--- config.mk ---
export PLATFORM = sky130hd
export DESIGN_NAME = wdt_top
export DESIGN_NICKNAME = d
export VERILOG_FILES = /design/src/shared/wdt_pkg.sv /design/src/core/wdt_top.sv
export VERILOG_INCLUDE_DIRS = /design/src /design/src/shared
export SDC_FILE = /design/constraint.sdc
export NUM_CORES = 1
export LEC_CHECK = 0
export BUFFER_PORTS_ARGS = -buffer_cell sky130_fd_sc_hd__buf_2
export CORE_MARGIN = 2
export CORE_UTILIZATION = 44
export DETAILED_ROUTE_END_ITERATION = 16
export PLACE_DENSITY = 0.63
export SYNTH_ARGS = -nofsm -noshare
export SYNTH_HDL_FRONTEND = slang
export SYNTH_SLANG_ARGS = --single-unit
--- constraint.sdc ---
create_clock -name i_sys_clk -period 3.3 [get_ports i_sys_clk]
set_input_delay 0.165 -clock i_sys_clk [delete_from_list [all_inputs] [get_ports i_sys_clk]]
set_output_delay 0.165 -clock i_sys_clk [all_outputs]
set_load 0.005 [all_outputs]
--- src/shared/wdt_defs.svh ---
// constants for the index/data port watchdog
`ifndef WDT_DEFS_SVH
`define WDT_DEFS_SVH
`define WDT_PORT_INDEX      1'b0
`define WDT_PORT_DATA       1'b1
`define WDT_UNLOCK_CODE     8'h87
`define WDT_LOCK_CODE       8'haa
`define WDT_REG_GROUP_SEL   8'h07
`define WDT_REG_ACTIVATE    8'h30
`define WDT_REG_UNIT_CTRL   8'hf5
`define WDT_REG_COUNTDOWN   8'hf6
`define WDT_REG_EVENT_CTRL  8'hf7
`define WDT_GROUP_WATCHDOG  8'h08
`define WDT_ACTIVATE_BIT    0
`define WDT_UNIT_MIN_BIT    3
`define WDT_UNIT_FAST_BIT   4
`define WDT_EV_STATUS_BIT   4
`define WDT_EV_FORCE_BIT    5
`define WDT_EV_KBD_BIT      6
`define WDT_EV_MOUSE_BIT    7
`define WDT_CLK_HZ          25000000
`define WDT_MS_PER_S        1000
`define WDT_CYC_PER_MS      (`WDT_CLK_HZ / `WDT_MS_PER_S)
`define WDT_MS_PER_UNIT_S   1000
`define WDT_UNITS_PER_MIN   60
`endif

--- src/shared/wdt_pkg.sv ---
// types for the index/data port watchdog
package wdt_pkg;
   typedef struct packed {
      logic       wr;
      logic       rd;
      logic       addr;
      logic [7:0] wdata;
   } wdt_io_s;
   typedef enum logic [1:0] {
      WDT_LOCKED,
      WDT_HALF,
      WDT_OPEN
   } wdt_lock_e;
endpackage

--- src/core/wdt_top.sv ---
// watchdog timer behind an index/data port pair
//
// Contract
// - timeout of 1 to 255 units
// - reset output on expiry
// - index port selects, data port accesses register
// - activation bit enables, off after reset
// - unit bit: seconds clear, minutes set
// - fast bit ticks 1000 times faster
// - zero stops; nonzero sets count length
// - countdown write restarts the count
// - keyboard restart enable, clear after reset
// - force bit times out, self clears
// - status bit reads one after expiry
// - mouse restart enable restarts count
`timescale 1ns/1ps
`include "wdt_defs.svh"
module wdt_top #(
   parameter int unsigned CYC_PER_MS = `WDT_CYC_PER_MS
) (
   input  wire logic           i_sys_clk,
   input  wire logic           i_reset,
   input  wire wdt_pkg::wdt_io_s i_io,
   output logic [7:0]          o_rdata,
   input  wire logic           i_kbd_activity,
   input  wire logic           i_mouse_activity,
   output logic                o_wdt_reset
);
   import wdt_pkg::*;
   // ***************************
   // pin synchronisers
   // ***************************
   logic [1:0] kbd_sync_reg;
   logic [1:0] ms_sync_reg;
   logic       kbd_q_reg;
   logic       ms_q_reg;
   always_ff @(posedge i_sys_clk) begin
      if (i_reset) begin
         kbd_sync_reg <= 2'h0;
         ms_sync_reg  <= 2'h0;
         kbd_q_reg    <= 1'b0;
         ms_q_reg     <= 1'b0;
      end else begin
         kbd_sync_reg <= {kbd_sync_reg[0], i_kbd_activity};
         ms_sync_reg  <= {ms_sync_reg[0], i_mouse_activity};
         kbd_q_reg    <= kbd_sync_reg[1];
         ms_q_reg     <= ms_sync_reg[1];
      end
   end
   wire kbd_edge = kbd_sync_reg[1] & ~kbd_q_reg;
   wire ms_edge  = ms_sync_reg[1] & ~ms_q_reg;
   // ***************************
   // lock sequence and index
   // ***************************
   wdt_lock_e  lock_reg;
   logic [7:0] index_reg;
   wire idx_wr = i_io.wr & (i_io.addr == `WDT_PORT_INDEX);
   wire dat_wr = i_io.wr & (i_io.addr == `WDT_PORT_DATA);
   wire open_w = (lock_reg == WDT_OPEN);
   always_ff @(posedge i_sys_clk) begin
      if (i_reset) begin
         lock_reg <= WDT_LOCKED;
      end else if (idx_wr) begin
         case (lock_reg)
            WDT_LOCKED: lock_reg <= (i_io.wdata == `WDT_UNLOCK_CODE) ?
                                    WDT_HALF : WDT_LOCKED;
            WDT_HALF:   lock_reg <= (i_io.wdata == `WDT_UNLOCK_CODE) ?
                                    WDT_OPEN : WDT_LOCKED;
            WDT_OPEN:   lock_reg <= (i_io.wdata == `WDT_LOCK_CODE) ?
                                    WDT_LOCKED : WDT_OPEN;
            default:    lock_reg <= WDT_LOCKED;
         endcase
      end
   end
   always_ff @(posedge i_sys_clk) begin
      if (i_reset) begin
         index_reg <= 8'h00;
      end else if (idx_wr && open_w &&
                   i_io.wdata != `WDT_LOCK_CODE) begin
         index_reg <= i_io.wdata;
      end
   end
   // ***************************
   // registers
   // ***************************
   logic [7:0] group_reg;
   logic       active_reg;
   logic       unit_min_reg;
   logic       fast_reg;
   logic [7:0] count_reg;
   logic [7:0] count_next;
   logic       kbd_en_reg;
   logic       ms_en_reg;
   logic       status_reg;
   logic       force_reg;
   wire grp_ok = (group_reg == `WDT_GROUP_WATCHDOG);
   wire acc_ok = open_w & dat_wr;
   wire wr_grp = acc_ok & (index_reg == `WDT_REG_GROUP_SEL);
   wire wr_act = acc_ok & grp_ok & (index_reg == `WDT_REG_ACTIVATE);
   wire wr_unt = acc_ok & grp_ok & (index_reg == `WDT_REG_UNIT_CTRL);
   wire wr_cnt = acc_ok & grp_ok & (index_reg == `WDT_REG_COUNTDOWN);
   wire wr_evt = acc_ok & grp_ok & (index_reg == `WDT_REG_EVENT_CTRL);
   always_ff @(posedge i_sys_clk) begin
      if (i_reset) begin
         group_reg    <= 8'h00;
         active_reg   <= 1'b0;
         unit_min_reg <= 1'b0;
         fast_reg     <= 1'b0;
         kbd_en_reg   <= 1'b0;
         ms_en_reg    <= 1'b0;
      end else begin
         if (wr_grp) group_reg <= i_io.wdata;
         if (wr_act) active_reg <= i_io.wdata[`WDT_ACTIVATE_BIT];
         if (wr_unt) begin
            unit_min_reg <= i_io.wdata[`WDT_UNIT_MIN_BIT];
            fast_reg     <= i_io.wdata[`WDT_UNIT_FAST_BIT];
         end
         if (wr_evt) begin
            kbd_en_reg <= i_io.wdata[`WDT_EV_KBD_BIT];
            ms_en_reg  <= i_io.wdata[`WDT_EV_MOUSE_BIT];
         end
      end
   end
   // ***************************
   // read path
   // ***************************
   always_ff @(posedge i_sys_clk) begin
      if (i_reset) begin
         o_rdata <= 8'h00;
      end else if (i_io.rd && open_w && i_io.addr == `WDT_PORT_DATA) begin
         case (index_reg)
            `WDT_REG_GROUP_SEL:  o_rdata <= group_reg;
            `WDT_REG_ACTIVATE:   o_rdata <= {7'h00, active_reg};
            `WDT_REG_UNIT_CTRL:  o_rdata <= {3'h0, fast_reg,
                                             unit_min_reg, 3'h0};
            `WDT_REG_COUNTDOWN:  o_rdata <= count_reg;
            `WDT_REG_EVENT_CTRL: o_rdata <= {ms_en_reg, kbd_en_reg,
                                             force_reg, status_reg,
                                             4'h0};
            default:             o_rdata <= 8'h00;
         endcase
      end else if (i_io.rd) begin
         o_rdata <= (i_io.addr == `WDT_PORT_INDEX) ? index_reg : 8'h00;
      end
   end
   // ***************************
   // prescaler
   // ***************************
   logic [31:0] ms_cnt_reg;
   logic [9:0]  sub_cnt_reg;
   logic [5:0]  min_cnt_reg;
   logic [7:0]  load_reg;
   wire run     = active_reg & (count_reg != 8'h00);
   wire restart = wr_cnt | (kbd_en_reg & kbd_edge) |
                  (ms_en_reg & ms_edge);
   wire ms_tick = run & (ms_cnt_reg == CYC_PER_MS - 1);
   wire sec_tick = ms_tick & (sub_cnt_reg == 10'(`WDT_MS_PER_UNIT_S - 1));
   wire min_tick = sec_tick &
                   (min_cnt_reg == 6'(`WDT_UNITS_PER_MIN - 1));
   wire fmin_tick = ms_tick & (min_cnt_reg == 6'(`WDT_UNITS_PER_MIN - 1));
   logic unit_tick;
   always_comb begin
      case ({fast_reg, unit_min_reg})
         2'h0:    unit_tick = sec_tick;
         2'h1:    unit_tick = min_tick;
         2'h2:    unit_tick = ms_tick;
         default: unit_tick = fmin_tick;
      endcase
   end
   always_ff @(posedge i_sys_clk) begin
      if (i_reset || restart || !run) begin
         ms_cnt_reg  <= 32'h0;
         sub_cnt_reg <= 10'h0;
         min_cnt_reg <= 6'h0;
      end else if (ms_tick) begin
         ms_cnt_reg  <= 32'h0;
         sub_cnt_reg <= sec_tick ? 10'h0 : sub_cnt_reg + 10'h1;
         if (fast_reg ? 1'b1 : sec_tick)
            min_cnt_reg <= (min_cnt_reg ==
                            6'(`WDT_UNITS_PER_MIN - 1)) ? 6'h0 :
                           min_cnt_reg + 6'h1;
      end else begin
         ms_cnt_reg <= ms_cnt_reg + 32'h1;
      end
   end
   // ***************************
   // countdown and timeout
   // ***************************
   // a restart in the expiry cycle wins over the timeout
   wire expire = run & unit_tick & (count_reg == 8'h01) &
                 ~restart;
   always_comb begin
      count_next = count_reg;
      if (wr_cnt) count_next = i_io.wdata;
      else if (restart) count_next = load_reg;
      else if (run && unit_tick) count_next = count_reg - 8'h01;
   end
   always_ff @(posedge i_sys_clk) begin
      if (i_reset) begin
         count_reg <= 8'h00;
         load_reg  <= 8'h00;
      end else begin
         count_reg <= count_next;
         if (wr_cnt) load_reg <= i_io.wdata;
      end
   end
   wire force_set = wr_evt & i_io.wdata[`WDT_EV_FORCE_BIT];
   always_ff @(posedge i_sys_clk) begin
      if (i_reset) begin
         force_reg   <= 1'b0;
         status_reg  <= 1'b0;
         o_wdt_reset <= 1'b0;
      end else begin
         force_reg   <= force_set;
         o_wdt_reset <= expire | force_set;
         if (expire || force_set) status_reg <= 1'b1;
         else if (wr_evt && i_io.wdata[`WDT_EV_STATUS_BIT])
            status_reg <= 1'b0;
      end
   end
   // ***************************
   // checks
   // ***************************
   chk_reset_on_expire: assert property (@(posedge i_sys_clk)
      disable iff (i_reset) expire |=> o_wdt_reset)
      else $error("no reset pulse on expiry");
   chk_status_sticky: assert property (@(posedge i_sys_clk)
      disable iff (i_reset) (expire || force_set) |=> status_reg)
      else $error("status not set after timeout");
   chk_force_clears: assert property (@(posedge i_sys_clk)
      disable iff (i_reset) force_reg && !force_set |=> !force_reg)
      else $error("force bit did not self clear");
   chk_locked_ignore: assert property (@(posedge i_sys_clk)
      disable iff (i_reset) (lock_reg != WDT_OPEN) |=>
      $stable(index_reg) && $stable(load_reg) && $stable(group_reg) &&
      ($stable(count_reg) || $past(run) || $past(restart)))
      else $error("locked port altered registers");
   chk_count_load: assert property (@(posedge i_sys_clk)
      disable iff (i_reset) wr_cnt |=> count_reg == $past(i_io.wdata))
      else $error("countdown write not loaded");
   chk_restart_quiet: assert property (@(posedge i_sys_clk)
      disable iff (i_reset) (restart && !force_set) |=> !o_wdt_reset)
      else $error("timeout despite restart");
   chk_zero_stops: assert property (@(posedge i_sys_clk)
      disable iff (i_reset) (count_reg == 8'h00 && !wr_cnt && !restart)
      |=> count_reg == 8'h00)
      else $error("counter moved while stopped");
   chk_dec_one: assert property (@(posedge i_sys_clk)
      disable iff (i_reset) (run && unit_tick && !restart) |=>
      count_reg == $past(count_reg) - 8'h01)
      else $error("bad decrement");
   chk_unlock_twice: assert property (@(posedge i_sys_clk)
      disable iff (i_reset) (lock_reg == WDT_LOCKED && idx_wr) |=>
      lock_reg != WDT_OPEN)
      else $error("opened on one code");
   cov_expire: cover property (@(posedge i_sys_clk) expire);
   cov_force: cover property (@(posedge i_sys_clk) force_set);
   cov_kbd: cover property (@(posedge i_sys_clk) kbd_en_reg && kbd_edge);
endmodule // wdt_top

==> key figures <==
Power
  • Max VDD drop: 0.259 mV
  • Pwr Total: 2290 uW
  • Switching power: 497 uW
  • Sequential power share: 0.551
  • Combinational power share: 0.025
  • Internal power: 1800 uW
  • Clock network fraction of total power: 0.424
  • Sw frac: 0.217
  • Cell Pwr Density: 411 nW/um2
  • Leak Pwr: 0.00189 uW

Job
  • MaxCap Viol Count: 0

Logic synthesis
  • Post-synth cell types: 58
  • Syn_nets: 612
  • Fraction of registers with async set/reset: 0
  • Mapped Area: 5060 um2
  • Post-synth top flop: dfxtp_1
  • Synthesized flop and latch total: 104
  • Post-synth EDFFs: 0
  • Syn Area/Cell: 8.55 um2
  • Synth Instances: 592
  • YS warnings: 0
  • Seq/Total Area, Yosys: 0.411

Placed design
  • Area post-placement: 5320 um2
  • Pre-CTS WS: 544 ps
  • DP HPWL: 8.99 mm
  • GP Congestion: 0.917
  • Port bufs: 23
  • Cells after DPL: 740

Clock tree
  • TritonCTS clock tree: done
  • Clk Latency, worst-skew pair: 350 ps
  • Clk pin slew, worst setup/hold paths: 70 ps
  • CTS buffer count: 9
  • Setup bufs post-CTS: 0
  • CTS sink cnt: 104
  • Clk buf depth: 2
  • Clk root buf: clkbuf_16
  • H-tree levels: 3
  • # hold bufs at CTS: 0
  • Post-CTS sizing: 0

Finish
  • Non-Filler Instances: 756
  • P&R area growth vs syn: 10.3%
  • Largest register FFs: 32
  • Final net count: 628
  • Fin area: 5580 um2
  • Ratio of cells with drive above 1 in the final layout: 0.0962
  • ANT cells: 0

Outcome
  • Status: finished clean

Timing
  • Final hold vios: 0
  • Setup TNS: 0 ps
  • Fin crit period: 2750 ps
  • Slew headroom: 0.363
  • Skew final: 9.10 ps
  • Fin crit share: 0.833
  • Setup violators final: 0
  • RSZ-0062 raised after global routing: no
  • Setup WS post-layout: 551 ps
  • Peak Freq: 364 MHz
  • Final slew viol count: 0
  • Least-Margin Pin Slew: 948 ps

Global route
  • First-pass GRT wire length: 21.2 mm
  • Vias in the first global route: 4343
  • Largest net degree at the start of global routing: 58
  • All-layer global routing usage: 0.211
  • GR Overflow Total: 0
  • Antenna violations before repair: 0

Detailed routing
  • Vias: 4458
  • Initial DRT Pass Iterations: 5
  • Final ANT Viol Nets: 0
  • Iter 0 DRT Violations: 324
  • Via/cell ratio: 5.90
  • Post-DR wirelength/cell: 16.6 um
  • DRC Markers: 0
  • Post-Route WL: 12.5 mm

Worst setup path
  • Worst setup EP type: register
  • CP arrival: 2960 ps
  • Worst path slowest cell: or4b_2
  • Critical Path Source Type: register
  • Bufs and invs on worst path: 1
  • Crit Path Max Fanout: 32
  • Worst EP required: 3510 ps
  • Critical path's largest stage delay: 610 ps
  • Cell family contributing the most delay on the critical path: simple AND/OR/NAND/NOR gates
  • Crit-path cells: inv_1, ha_1, or4b_2, o21ai_2, a2111o_1, or2_2, nor2_1
  • Setup CP Type: register to register

Worst hold path
  • HP Class: input port to register

Die
  • Height of the die: 111 um
  • DIE WIDTH: 111 um
  • Rows: 39
  • IO Count: 24
  • CORE AREA: 11300 um2
  • Die Area: 12400 um2
  • Initial Utilization: 0.447
## stage by stage
step | hold WS, ps | util
5_1_grt | 41.4 | 0.493
6_report | 34.2 | 0.493
3_3_place_gp | 386 | 0.470
3_5_place_dp | 383 | 0.470
2_1_floorplan | 293 | -
4_1_cts | 26.1 | 0.493
## placed cells by master (no fill, tap or decap), drive strengths merged, types with 3 or more instances in the layout
master  instances
a222oi          3
mux2i          20
and3            8
o31ai           3
buf            35
clkbuf         14
a21oi          33
nor2b           9
a221o           3
nand3b          7
a311oi         12
nand4          23
xor2           23
nor2           76
or4             9
or3             9
o21ai          18
nand4b          7
ha              5
nor4           16
nand3          26
a221oi          3
and2            5
a31oi           3
nand2          43
xnor2           9
and4            7
nand2b         11
nor3           15
nor3b           4
and3b           3
dfxtp         104
a211oi         10
inv            11
## logic make-up (layout without fill, tap and decap cells)
group | count (synthesis) | count (layout) | share of synthesized area
xor gates and xnor gates | 32 | 32 | 0.0554
buffers and inverters | 41 | 62 | 0.0321
and+or+nand+nor | 286 | 286 | 0.309
muxes | 22 | 22 | 0.0440
adders and majority gates | 5 | 5 | 0.0124
DFF | 104 | 104 | 0.411
AOI/OAI and AO/OA | 102 | 102 | 0.136
## final timing paths
kind | endpoint | start | cells past startpoint | slack [ps]
worst max register to register | ms_cnt_reg[18] | count_reg[0] | 7 | 550
worst min register to register | kbd_sync_reg[1] | kbd_sync_reg[0] | 1 | 450
worst min-delay path | ms_sync_reg[0] | i_mouse_activity | 2 | 30
worst max-delay path | ms_cnt_reg[18] | count_reg[0] | 7 | 550
## synth_stat cells (11+ instances only)
cell	n	area [um2]
dfxtp_1	104	2080
nor2_1	76	285
nand2_1	42	158
a21oi_1	33	165
nand3_1	26	130
clkbuf_1	23	86.3
nand4_1	23	144
xor2_1	23	201
mux2i_1	20	200
o21ai_0	16	80.1
nor3_1	15	75.1
a311oi_1	12	105
nor4_1	12	75.1
inv_1	11	41.3
nand2b_1	11	68.8
## per-layer routing
metal / track usage / part of all wire / up-vias
met2: 0.346 / 0.47 / 116
met1: 0.263 / 0.45 / 2095
met3: 0.0470 / 0.046 / 31
met4: 0.103 / 0.032 / 0
li1: - / - / 2216
met5: 0 / 0 / -
## area by class of cell
cell class	instances	area, um2
inverters	11	41.3
fillers	1118	5740
flip-flops and latches	104	2080
clock inverters	2	16.3
well taps	143	179
multi-input cells	447	2820
clock buffers	14	244
repair buffers	35	205
## power by group through the flow
stage          sequential [uW]  clock [uW]  combinational (uW)
3_3_place_gp              1290           0                55.2
4_1_cts                   1260        1000                56.2
3_5_place_dp              1290           0                56.0
6_report                  1260         973                56.4
2_1_floorplan             1290           0                25.0
5_1_grt                   1270        1050                61.5
Power figures use the tool's default switching activity.
